**src/design/pwf_pkg.sv**
```systemverilog
/*
  constants for the pseudowire control word and delimiter framer.
  assumes a single 125 mhz core packet clock; no bus, all settings are ports.
*/
// How it works
// - ipv4 protocol code is 0x73
// - ipv6 next header code is 0x73
// - session id carries nonzero bundle id
// - optional 32 or 64 bit cookie follows
// - reserved control word bits sent zero
// - local failure bit follows port setting
// - remote failure bit follows bundle setting
// - defect modifier copied from port setting
// - fragment code 00 01 10 11 meanings
// - length only when below 64 bytes
// - per bundle sequence increments and wraps
// - sequence starts from random value
// - hdlc modes zero, wrap, wrap skipping zero
// - oam sequence separate, copied in reply
// - receiver detects loss and flags late packets
// - rtp sequence equals control word sequence
package pwf_pkg;
  // ---------------------------------------------------------------
  // delimiter codes
  // ---------------------------------------------------------------
  localparam logic [7:0] L2TP_PROTO = 8'h73;
  localparam logic [1:0] COOKIE_NONE = 2'h0;
  localparam logic [1:0] COOKIE_32   = 2'h1;
  localparam logic [1:0] COOKIE_64   = 2'h2;
  // ---------------------------------------------------------------
  // control word layout
  // ---------------------------------------------------------------
  localparam int CW_RES_MSB = 31;
  localparam int CW_L_BIT   = 27;
  localparam int CW_R_BIT   = 26;
  localparam int CW_M_LSB   = 24;
  localparam int CW_FRAG_LSB = 22;
  localparam int CW_LEN_LSB = 16;
  localparam logic [6:0] LEN_LIMIT = 7'h40;
  localparam logic [3:0] CW_RES_VAL = 4'h0;
  localparam logic [1:0] FRAG_WHOLE = 2'h0;
  localparam logic [1:0] FRAG_FIRST = 2'h1;
  localparam logic [1:0] FRAG_LAST  = 2'h2;
  localparam logic [1:0] FRAG_MID   = 2'h3;
  localparam logic [15:0] LFSR_SEED = 16'hace1;
  // ---------------------------------------------------------------
  // sequence modes
  // ---------------------------------------------------------------
  typedef enum logic [1:0] {
    SEQ_WRAP     = 2'b00,
    SEQ_ZERO     = 2'b01,
    SEQ_SKIPZERO = 2'b10
  } pwf_seq_mode_t;
endpackage : pwf_pkg

```
**src/design/pwf_seq_table.sv**
```systemverilog
/*
  per-bundle sequence memory with random start values.
  assumes one lookup/update per cycle; seeds drawn from a free running lfsr.
*/
`timescale 1ns/1ns
`default_nettype none
module pwf_seq_table #(
  parameter int NB = 64,
  parameter int BW = 6
) (
  // clock and reset
  input  wire logic          clk,
  input  wire logic          rstn,
  // access
  input  wire logic          upd,
  input  wire logic [BW-1:0] idx,
  input  wire logic [1:0]    mode,
  output logic      [15:0]   seq_now
);
  logic [15:0] mem [NB];
  logic [NB-1:0] seeded, next_seeded;
  logic [15:0] lfsr, next_lfsr, cur, nxt;
  always_comb begin
    next_lfsr = {lfsr[14:0], lfsr[15] ^ lfsr[13] ^ lfsr[12] ^ lfsr[10]};
    // unseeded bundle takes whatever the lfsr holds now, so start is unpredictable
    cur = seeded[idx] ? mem[idx] : lfsr;
    seq_now = (mode == 2'(pwf_pkg::SEQ_ZERO)) ? 16'h0000 : cur;
    nxt = cur + 16'h0001;
    if (mode == 2'(pwf_pkg::SEQ_SKIPZERO) && nxt == 16'h0000) begin
      nxt = 16'h0001;
    end
    if (mode == 2'(pwf_pkg::SEQ_SKIPZERO) && seq_now == 16'h0000) begin
      seq_now = 16'h0001;
      nxt = 16'h0002;
    end
    next_seeded = seeded;
    if (upd) begin
      next_seeded[idx] = 1'b1;
    end
  end
  always_ff @(posedge clk or negedge rstn) begin
    if (!rstn) begin
      lfsr   <= pwf_pkg::LFSR_SEED;
      seeded <= '0;
    end else begin
      lfsr   <= next_lfsr;
      seeded <= next_seeded;
    end
  end
  // memory has no reset; seeded flags guard it
  always_ff @(posedge clk) begin
    if (upd) begin
      mem[idx] <= nxt;
    end
  end
endmodule : pwf_seq_table
`default_nettype wire

```
**src/design/pwf_framer.sv**
```systemverilog
/*
  builds l2tpv3 delimiter and pseudowire control word per transmitted packet,
  and checks received control word sequence numbers per bundle.
  assumes one request pulse per packet from the payload engines; host holds settings.
*/
`timescale 1ns/1ns
`default_nettype none
module pwf_framer #(
  parameter int NB = 64,
  parameter int BW = 6
) (
  // clock and reset
  input  wire logic          clk,
  input  wire logic          rstn,
  // transmit request
  input  wire logic          tx_req,
  input  wire logic [BW-1:0] tx_bundle,
  input  wire logic [31:0]   tx_bundle_id,
  input  wire logic          tx_ipv6,
  input  wire logic [1:0]    tx_cookie_size,
  input  wire logic [63:0]   tx_cookie,
  input  wire logic          tx_oam,
  input  wire logic [15:0]   tx_oam_seq,
  input  wire logic [1:0]    tx_seq_mode,
  input  wire logic [1:0]    fragment_position_code,
  input  wire logic [7:0]    tx_len_bytes,
  input  wire logic          tx_udp,
  // host settings
  input  wire logic          port_local_fail,
  input  wire logic [1:0]    port_defect_mod,
  input  wire logic          bundle_remote_fail,
  // transmit result
  output logic               hdr_valid,
  output logic [7:0]         hdr_proto,
  output logic               hdr_is_v6,
  output logic [31:0]        hdr_session,
  output logic [63:0]        hdr_cookie,
  output logic [1:0]         hdr_cookie_size,
  output logic [31:0]        hdr_cw,
  output logic [15:0]        hdr_rtp_seq,
  output logic               hdr_id_err,
  // receive check
  input  wire logic          rx_valid,
  input  wire logic [BW-1:0] rx_bundle,
  input  wire logic [15:0]   rx_seq,
  output logic               rx_loss,
  output logic               rx_late,
  output logic [15:0]        rx_gap
);
  // ---------------------------------------------------------------
  // transmit path
  // ---------------------------------------------------------------
  logic [15:0] seq_now, seq_use;
  logic [5:0]  len6;
  logic [31:0] next_cw;
  logic        data_upd;
  // zero is reserved and must never reach the session field
  function automatic logic id_ok(input logic [31:0] id);
    return id != 32'h0;
  endfunction : id_ok
  assign data_upd = tx_req && !tx_oam && id_ok(tx_bundle_id);
  pwf_seq_table #(.NB(NB), .BW(BW)) i_pwf_seq_table (
    .clk     (clk),
    .rstn    (rstn),
    .upd     (data_upd),
    .idx     (tx_bundle),
    .mode    (tx_seq_mode),
    .seq_now (seq_now)
  );
  logic        next_hdr_valid, next_is_v6, next_id_err;
  logic [31:0] next_session;
  logic [63:0] next_cookie;
  logic [1:0]  next_csize;
  always_comb begin
    // oam messages carry their own query/reply number
    seq_use = tx_oam ? tx_oam_seq : seq_now;
    len6 = ({1'b0, tx_len_bytes} < {1'b0, pwf_pkg::LEN_LIMIT} && !tx_udp) ? tx_len_bytes[5:0] : 6'h00;
    next_cw = {pwf_pkg::CW_RES_VAL, port_local_fail, bundle_remote_fail,
               port_defect_mod, fragment_position_code, len6, seq_use};
    next_hdr_valid = tx_req && id_ok(tx_bundle_id);
    next_id_err = tx_req && !id_ok(tx_bundle_id);
    next_is_v6 = tx_ipv6;
    next_session = tx_bundle_id;
    next_csize = tx_cookie_size;
    case (tx_cookie_size)
      pwf_pkg::COOKIE_32: next_cookie = {32'h0, tx_cookie[31:0]};
      pwf_pkg::COOKIE_64: next_cookie = tx_cookie;
      default: begin
        next_cookie = 64'h0;
        next_csize = pwf_pkg::COOKIE_NONE;
      end
    endcase
  end
  always_ff @(posedge clk or negedge rstn) begin
    if (!rstn) begin
      hdr_valid <= 1'b0;
      hdr_proto <= 8'h00;
      hdr_is_v6 <= 1'b0;
      hdr_session <= 32'h0;
      hdr_cookie <= 64'h0;
      hdr_cookie_size <= 2'h0;
      hdr_cw <= 32'h0;
      hdr_rtp_seq <= 16'h0;
      hdr_id_err <= 1'b0;
    end else begin
      hdr_valid <= next_hdr_valid;
      hdr_id_err <= next_id_err;
      if (next_hdr_valid) begin
        hdr_proto <= pwf_pkg::L2TP_PROTO;
        hdr_is_v6 <= next_is_v6;
        hdr_session <= next_session;
        hdr_cookie <= next_cookie;
        hdr_cookie_size <= next_csize;
        hdr_cw <= next_cw;
        hdr_rtp_seq <= seq_use;
      end
    end
  end
  // ---------------------------------------------------------------
  // receive sequence check
  // ---------------------------------------------------------------
  logic [15:0]   exp_mem [NB];
  logic [NB-1:0] rx_seen, next_rx_seen;
  logic [15:0]   diff;
  logic          next_loss, next_late;
  logic [15:0]   next_gap;
  logic          exp_we;
  logic [15:0]   next_exp;
  always_comb begin
    diff = rx_seq - exp_mem[rx_bundle];
    next_rx_seen = rx_seen;
    next_loss = 1'b0;
    next_late = 1'b0;
    next_gap = 16'h0;
    exp_we = rx_valid && (!rx_seen[rx_bundle] || !diff[15]);
    next_exp = rx_seq + 16'h0001;
    if (rx_valid) begin
      next_rx_seen[rx_bundle] = 1'b1;
      if (rx_seen[rx_bundle]) begin
        // half range ahead counts as loss, behind as late for reorder
        if (diff != 16'h0 && !diff[15]) begin
          next_loss = 1'b1;
          next_gap = diff;
        end else if (diff[15]) begin
          next_late = 1'b1;
        end
      end
    end
  end
  always_ff @(posedge clk or negedge rstn) begin
    if (!rstn) begin
      rx_seen <= '0;
      rx_loss <= 1'b0;
      rx_late <= 1'b0;
      rx_gap <= 16'h0;
    end else begin
      rx_seen <= next_rx_seen;
      rx_loss <= next_loss;
      rx_late <= next_late;
      rx_gap <= next_gap;
    end
  end
  // late packets do not move the expected number back
  always_ff @(posedge clk) begin
    if (exp_we) begin
      exp_mem[rx_bundle] <= next_exp;
    end
  end
  // ---------------------------------------------------------------
  // checks
  // ---------------------------------------------------------------
  property p_proto;
    @(posedge clk) disable iff (!rstn) hdr_valid |-> hdr_proto == 8'h73;
  endproperty
  a_proto: assert property (p_proto) else $error("protocol code wrong");
  property p_res;
    @(posedge clk) disable iff (!rstn) hdr_valid |-> hdr_cw[31:28] == 4'h0;
  endproperty
  a_res: assert property (p_res) else $error("reserved bits set");
  property p_zero_id;
    @(posedge clk) disable iff (!rstn) tx_req && tx_bundle_id == 32'h0 |=> !hdr_valid && hdr_id_err;
  endproperty
  a_zero_id: assert property (p_zero_id) else $error("zero bundle id sent");
  property p_flags;
    @(posedge clk) disable iff (!rstn) next_hdr_valid |=>
      hdr_cw[27] == $past(port_local_fail) && hdr_cw[26] == $past(bundle_remote_fail)
      && hdr_cw[25:24] == $past(port_defect_mod) && hdr_cw[23:22] == $past(fragment_position_code);
  endproperty
  a_flags: assert property (p_flags) else $error("flag bits mismatch");
  property p_len;
    @(posedge clk) disable iff (!rstn) next_hdr_valid && (tx_len_bytes >= 8'h40 || tx_udp) |=> hdr_cw[21:16] == 6'h0;
  endproperty
  a_len: assert property (p_len) else $error("length not zero");
  property p_rtp;
    @(posedge clk) disable iff (!rstn) hdr_valid |-> hdr_rtp_seq == hdr_cw[15:0];
  endproperty
  a_rtp: assert property (p_rtp) else $error("rtp sequence mismatch");
  property p_oam;
    @(posedge clk) disable iff (!rstn) next_hdr_valid && tx_oam |=> hdr_cw[15:0] == $past(tx_oam_seq);
  endproperty
  a_oam: assert property (p_oam) else $error("oam sequence altered");
  property p_skip;
    @(posedge clk) disable iff (!rstn) next_hdr_valid && !tx_oam && tx_seq_mode == 2'b10 |=> hdr_cw[15:0] != 16'h0;
  endproperty
  a_skip: assert property (p_skip) else $error("zero in skip mode");
  property p_incr;
    @(posedge clk) disable iff (!rstn) data_upd && tx_seq_mode == 2'b00 ##1 data_upd && tx_seq_mode == 2'b00
      && tx_bundle == $past(tx_bundle) |=> hdr_cw[15:0] == $past(hdr_cw[15:0]) + 16'h0001;
  endproperty
  a_incr: assert property (p_incr) else $error("sequence not incremented");
  property p_loss_gap;
    @(posedge clk) disable iff (!rstn) rx_loss |-> rx_gap != 16'h0 && !rx_late;
  endproperty
  a_loss_gap: assert property (p_loss_gap) else $error("loss without gap");
  property p_rx_flag;
    @(posedge clk) disable iff (!rstn) rx_valid && rx_seen[rx_bundle] && rx_seq != exp_mem[rx_bundle]
      |=> rx_loss || rx_late;
  endproperty
  a_rx_flag: assert property (p_rx_flag) else $error("sequence jump not flagged");
  // ---------------------------------------------------------------
  // scenarios worth seeing
  // ---------------------------------------------------------------
  c_frag: cover property (@(posedge clk) hdr_valid && hdr_cw[23:22] == 2'b11);
  c_v6: cover property (@(posedge clk) hdr_valid && hdr_is_v6 && hdr_cookie_size == 2'h2);
  c_loss: cover property (@(posedge clk) rx_loss);
  c_late: cover property (@(posedge clk) rx_late);
endmodule : pwf_framer
`default_nettype wire

```
**config.mk**
```make
export PLATFORM = sky130hd
export DESIGN_NAME = pwf_framer
export DESIGN_NICKNAME = d
export VERILOG_FILES = /design/src/design/pwf_pkg.sv /design/src/design/pwf_seq_table.sv /design/src/design/pwf_framer.sv
export SDC_FILE = /design/constraint.sdc
export NUM_CORES = 2
export LEC_CHECK = 0
export BUFFER_PORTS_ARGS = -buffer_cell sky130_fd_sc_hd__buf_4
export CORE_AREA = 2 2 417 626
export CTS_CLUSTER_DIAMETER = 40
export DETAILED_ROUTE_END_ITERATION = 12
export DIE_AREA = 0 0 419 628
export GPL_TIMING_DRIVEN = 0
export MAX_ROUTING_LAYER = met4
export PLACE_DENSITY = 0.57
export REMOVE_ABC_BUFFERS = 1
export SLEW_MARGIN = 10
export SYNTH_ARGS = -nofsm -noshare
export SYNTH_HDL_FRONTEND = slang
export SYNTH_SLANG_ARGS = --single-unit
```
**constraint.sdc**
```tcl
create_clock -name clk -period 13.2 [get_ports clk]
set_input_delay 0 -clock clk [delete_from_list [all_inputs] [get_ports clk]]
set_output_delay 0 -clock clk [all_outputs]
set_load 0.03 [all_outputs]
```
* Word-level counts from Yosys, hierarchy flattened
Memories as Yosys holds them, arrays and structs flattened. Index checks and enable logic that the tools add are counted.
Storage, ports and cells: register bits 308, bits in writable memories 2048, bits of input ports 165, output and inout bits 175, logic and storage cells 87, memories kept 2
Memory list:
- exp_mem | words 64, width 16, read ports 1, clocked after Yosys merged registers in 0, write ports 1, RTL line pwf_framer.sv:122 | logic [15:0] exp_mem [NB];
- i_pwf_seq_table.mem | words 64, width 16, read ports 1, clocked after Yosys merged registers in 0, write ports 1, RTL line pwf_seq_table.sv:20 | logic [15:0] mem [NB];
Cells by class: $add $sub $neg 3, order comparisons 5, equal/unequal tests 4, mux-type cells 31, bitwise logic cells 5, reduce and logical (&&, ||, !) cells 22
Operator list (count):
- $mux W16 | 9
- $or A64 B64 Y64 | 2
- $pmux W64 S2 | 1
- $add A16 B1 Y16 const B | 2
- $logic_not A16 Y1 | 2
- $reduce_bool A32 Y1 | 1
- $reduce_bool A16 Y1 | 1
- $sub A16 B16 Y16 | 1
- $mux W1 | 15
- $lt A6 B7 Y1 const B | 2
- $bmux W1 S6 | 2
- $demux W1 S6 | 2
- $ge A6 B1 Y1 const B | 2
- $logic_and A1 B1 Y1 | 11
- $lt A8 B7 Y1 const B | 1
- $mux W6 | 1
- $logic_not A1 Y1 | 5
- $eq A2 B1 Y1 const B | 2
- $eq A2 B2 Y1 const B | 2
- $xor A1 B1 Y1 | 3
- $mux W2 | 1
- $reduce_or A2 Y1 | 1
- $logic_or A1 B1 Y1 | 1

* Depth between registers and ports, before layout
depth in word-level cells 8, depth in mapped cells 26, gate-level depth less buffers 21

* Modules after synthesis
From an unflattened synthesis, not the netlist that was laid out.
Unflattened totals: cells, all modules 5507, area, all modules 90969.7 µm²
Modules (own cells, without submodules):
- pwf_framer | instances 1, cells each 2984, area each 47045.1 µm², sequential area each 36054.6 µm²
- pwf_seq_table | instances 1, cells each 2523, area each 43924.6 µm², sequential area each 32761.4 µm²

* Least setup slack after synthesis
Ideal clock, no wire load.
path kind reg2reg, from reg i_pwf_seq_table.seeded[11], to mem i_pwf_seq_table.mem[0][1] (data pin), data arrival time 6.715 ns, slack 5.946 ns, cell stages (with the launch flop) 17, buffers on the path 1, cell sequence dfrtp_1 -> mux4_2 -> mux2i_1 -> nor2_1 -> a2111o_1 -> or2_1 -> buf_6 -> a31o_2 -> inv_2 -> ha_1 -> inv_1 -> nor3b_1 -> nand2_1 -> xnor2_1 -> nor4b_1 -> o2111ai_1 -> a21boi_1
Between the ends: longest elaborated chain between the ends 8
Ends and longest elaborated chain:
- start: declaration | RTL line pwf_seq_table.sv:21 | logic [NB-1:0] seeded, next_seeded;
- start signal: assignment | RTL line pwf_seq_table.sv:47 | seeded <= next_seeded;
- $bmux W1 S6 (*) | RTL line pwf_seq_table.sv:26 | cur = seeded[idx] ? mem[idx] : lfsr;
- $mux W1 (not written as such) (*) | RTL line pwf_seq_table.sv:26
- $mux W16 (*) | RTL line pwf_seq_table.sv:26
- $add A16 B1 Y16 | RTL line pwf_seq_table.sv:28 | nxt = cur + 16'h0001;
- $logic_not A16 Y1 | RTL line pwf_seq_table.sv:29 | if (mode == 2'(pwf_pkg::SEQ_SKIPZERO) && nxt == 16'h0000) begin
- $logic_and A1 B1 Y1 | RTL line pwf_seq_table.sv:29
- $mux W16 | RTL line pwf_seq_table.sv:29
- $mux W16 (*) | RTL line pwf_seq_table.sv:32 | if (mode == 2'(pwf_pkg::SEQ_SKIPZERO) && seq_now == 16'h0000) begin
- via i_pwf_seq_table.nxt[1] | RTL line pwf_seq_table.sv:22 | logic [15:0] lfsr, next_lfsr, cur, nxt;
- end: declaration | RTL line pwf_seq_table.sv:20
Mark *: on every way through the listed nets, which the timed path passes. The rest lies on a longest branch. The select of a mux whose other input is x is not followed.

* Final worst setup path
from in rx_bundle[2], to mem exp_mem[32][11], enable pin
Between the ends: longest elaborated chain between the ends 7
Ends and longest elaborated chain:
- start: declaration | RTL line pwf_framer.sv:44 | input wire logic [BW-1:0] rx_bundle,
- $mem_v2 Z64 W16 / $bmux W1 S6 (equally long branches)
- $sub A16 B16 Y16 / $mux W1 (equally long branches) | RTL line pwf_framer.sv:130, pwf_framer.sv:135
- $logic_not A1 Y1 | RTL line pwf_framer.sv:135 | exp_we = rx_valid && (!rx_seen[rx_bundle] || !diff[15]);
- $logic_or A1 B1 Y1 | RTL line pwf_framer.sv:135
- $logic_and A1 B1 Y1 | RTL line pwf_framer.sv:135
- $mux W1 | RTL line pwf_framer.sv:165 | if (exp_we) begin
- $mux W1 (not written as such) | RTL line pwf_framer.sv:166 | exp_mem[rx_bundle] <= next_exp;
- end: declaration | RTL line pwf_framer.sv:122
Several ways; a longest one is shown, not always the timed one. The select of a mux whose other input is x is not followed.

==> impl_summary.txt <==
----------------------------------------------------
[Synthesis]
  Ys flop type ... sky130_fd_sc_hd__edfxtp_1
  Seq cells post-synth ... 2340
  Most area-consuming cells after synthesis ... sky130_fd_sc_hd__edfxtp_1, sky130_fd_sc_hd__dfrtp_1, sky130_fd_sc_hd__a22oi_1
  Post-synthesis cell type with the largest combined area ... sky130_fd_sc_hd__edfxtp_1
  Async S/R FF share, synth ... 0.125
  Syn Std Cell Area ... 89700 um2
  Top cell type's share of synthesized area ... 0.686
  Yosys warning total ... 0
  Number of synthesized flops with an enable pin ... 2048
  Synthesized area divided by synthesized cell count ... 16.6 um2
  Post-synthesis cell count ... 5403
  Count of unique library cells instantiated by Yosys ... 82
  Sequential area share after synthesis ... 0.767

[Worst setup path]
  Depth of the worst register-to-register path ... 18
  Reg-to-reg endpoint ... exp_mem[32][11]
  Startpoint type of the worst setup path ... primary input
  Number of stages on the worst setup path ... 25
  Critical path type ... primary input to flip-flop
  First element of the critical path ... rx_bundle[2]
  Worst R2R Setup Slack ... 5870 ps
  Nature of the critical path endpoint ... flip-flop
  Dominant cell type by count on the critical path ... sky130_fd_sc_hd__buf_4
  Critical path required time ... 13750 ps
  Largest delay contributor family on the critical path ... compound AO/OA/AOI/OAI gates
  Bufs and invs on worst path ... 9
  Critical register-to-register path startpoint ... exp_mem[25][4]
  Cell with the largest stage delay on the worst path ... sky130_fd_sc_hd__a2111oi_0
  CP arrival ... 8330 ps
  Largest fanout on the critical path ... 24
  Largest stage delay on the critical path ... 990 ps

[Power]
  Power dissipated by switching net loads ... 4.21 mW
  VDD IR max ... 0.000126 V
  Int Power ... 13.5 mW
  Leakage ... 39.3 nW
  Sequential power share ... 0.470
  Power density over the cells ... 155 nW/um2
  Post-layout power ... 17.7 mW
  Fraction of power consumed by combinational cells ... 0.088
  Switch share ... 0.238
  Clock share of power ... 0.442

[Route]
  Number of nets still failing antenna checks after routing ... 0
  Final routed wire length divided by cell count ... 27.6 um
  DRC marker count from the first detailed-route iteration ... 5699
  Length of the first detailed-routing pass in iterations ... 6
  Overall routed net length ... 278 mm
  Routed via count divided by cell count ... 5.52
  Residual DRC count ... 0
  Detailed-route via count ... 55775

[Global routing]
  Pin count of the biggest net entering global routing ... 101
  Number of antenna violations at the first check in global routing ... 9
  Global-route wire length before repair ... 397 mm
  Grt total ovfl ... 0
  Via count of the first global-routing pass ... 55980
  Tot GR Track Use ... 0.212

[STA]
  Relative slew margins ... 0.0992
  Worst Setup Slack, final ... 5420 ps
  Final setup violation count ... 0
  Slew at the pin closest to its max-slew limit ... 1340 ps
  Final worst clock skew ... 101 ps
  Final worst path period share ... 0.589
  Total count of max-transition violations in the final report ... 0
  Unrepaired setup endpoints after global routing ... no
  Max frequency ... 0.129 GHz
  Final hold violation count ... 0
  Time the final worst path needs with I/O delays and setup ... 7780 ps
  Post-Route Setup TNS ... 0 ps

[Clocking]
  Number of H-tree levels ... 5
  Cell chosen for the clock root ... sky130_fd_sc_hd__clkbuf_16
  CTS tree ... built
  Clock latency at the later pin of the worst-skew pair ... 880 ps
  Clk sink count ... 2340
  Clk buf depth ... 4
  Number of cells upsized or downsized after cts ... 0
  Inserted Clock Buffers ... 278
  Clock Pin Slew Worst Setup and Hold Paths ... 60 ps

[Die]
  Width of the die ... 419 um
  Initial Util ... 0.348
  Height of the die ... 628 um
  I/O pin count ... 340
  Number of rows created at floorplan ... 229
  Core area ... 258000 um2
  Area enclosed by the die boundary ... 263000 um2

[Place]
  Number of port buffers ... 332
  Placement Cell Area ... 101000 um2
  Total half-perimeter wirelength after legalization and detailed placement ... 181 mm
  Final estimated routing congestion in global placement ... 0.864
  Dpl ws ... 5190 ps

[Run status]
  Status ... completed

[Cells and area]
  Fraction of layout cells with a size suffix above 1 ... 0.234
  Area taken by flip-flops and latches ... 68800 um2
  Multi-input gate area in the final layout ... 19900 um2
  Post-layout utilization of the core ... 0.443
  Area growth from synthesis to layout ... 27.3%
  Finished Cell Area ... 114000 um2
  Fillers ... 21997
  Net count, final ... 6595

[Worst hold path]
  Launch instance of the worst min-delay path ... rx_bundle[0]
  Worst hold path stage count ... 3
  Type of the tightest min-delay check ... primary input to flip-flop
  Endpoint with the worst hold slack ... rx_seen[63]

[Flow run]
  Reported max-cap violation count ... 0

----------------------------------------------------
==> metrics by stage <==
stage          hold slack [ps]  cells
5_1_grt                   59.3  10093
4_1_cts                   3.25  10086
2_1_floorplan             -296   5026
3_3_place_gp               201   8823
3_5_place_dp             -72.4   9206
6_report                  60.5  10097
==> sequential cells by signal, indices dropped and copies added, names as in the netlist <==
register                cells
exp_mem                  1024
hdr_cookie                 64
hdr_session                32
rx_gap                     16
hdr_id_err                  1
hdr_valid                   1
rx_late                     1
hdr_is_v6                   1
i_pwf_seq_table.mem      1024
i_pwf_seq_table.lfsr       16
rx_seen                    64
hdr_rtp_seq                15
hdr_proto                   1
rx_loss                     1
i_pwf_seq_table.seeded     64
hdr_cw                     13
hdr_cookie_size             2
==> synthesized netlist by cell type (all sizes together), types with 31 or more instances <==
cell and number:
edfxtp 2048, a22oi 413, nand2 382, dfrtp 284, a221oi 231, clkbuf 212
mux2i 206, buf 172, o21ai 169, nor2 139, o22ai 106, a22o 104
nor3 90, a21oi 89, a31oi 78, or2 67, o21bai 66, nand4 64
mux4 53, mux2 43, o22a 39, a221o 31
==> tightest hold or removal path, delay by kind of cell <==
family | cells | cell delay, ps
buf+inv | 1 | 160
simple gates | 1 | 530
compound gates | 1 | 150
==> area by class of cell <==
cell class	instances	area share
well taps	3465	0.0380
repair buffers	1100	0.102
flip-flops and latches	2340	0.602
clock buffers	330	0.0655
clock inverters	165	0.0173
inverters	26	0.000898
multi-input cells	2660	0.174
diodes	11	0.000241
==> layout by cell type (no fill, tap or decap), types with 167 or more instances in the layout <==
master                          count
sky130_fd_sc_hd__buf_4            425
sky130_fd_sc_hd__nand2_1          379
sky130_fd_sc_hd__o21ai_0          167
sky130_fd_sc_hd__a22oi_1          413
sky130_fd_sc_hd__dfrtp_1          284
sky130_fd_sc_hd__clkbuf_16        288
sky130_fd_sc_hd__edfxtp_1        2048
sky130_fd_sc_hd__dlygate4sd3_1    384
sky130_fd_sc_hd__mux2i_1          204
sky130_fd_sc_hd__a221oi_1         231
==> power by group through the flow <==
stage                     sequential, mW  combinational, mW  clock, mW
after floorplan                     8.57              0.576          0
after detailed placement            8.48               1.44          0
final                               8.33               1.56       7.82
after global routing                8.34               1.64       8.22
after global placement              8.53               1.27          0
after CTS                           8.33               1.54       7.92
==> metal layers <==
layer / share of wire / global-route usage / vias up
met3: 0.071 / 0.0334 / 660
met2: 0.51 / 0.360 / 2544
met1: 0.36 / 0.237 / 28701
met4: 0.063 / 0.119 / 0
li1: - / - / 23870
met5: 0 / - / -
==> timing repair <==
item	4_1_cts	5_1_grt
hold endpoints to repair	1298	0
buffers inserted	0	0
hold buffers	385	0
==> kinds of logic (layout without fill, tap and decap cells) <==
kind of cell	after synthesis	in the layout	share of synthesized area
other cells	1	19	0.0000418
flops	2340	2340	0.767
mux	302	302	0.0418
fa+ha+maj	24	24	0.00343
buf+inv	410	1621	0.0221
simple gates	897	897	0.0479
xor+xnor	43	43	0.00420
compound gates	1386	1386	0.113
==> worst max-delay path by stage <==
stage                 endpoint
5_1_grt        exp_mem[32][11]
6_report       exp_mem[32][11]
3_5_place_dp    exp_mem[32][8]
4_1_cts        exp_mem[32][11]
3_3_place_gp     exp_mem[5][5]
2_1_floorplan    exp_mem[0][0]
No activity file was read; power rests on OpenSTA's default activity.
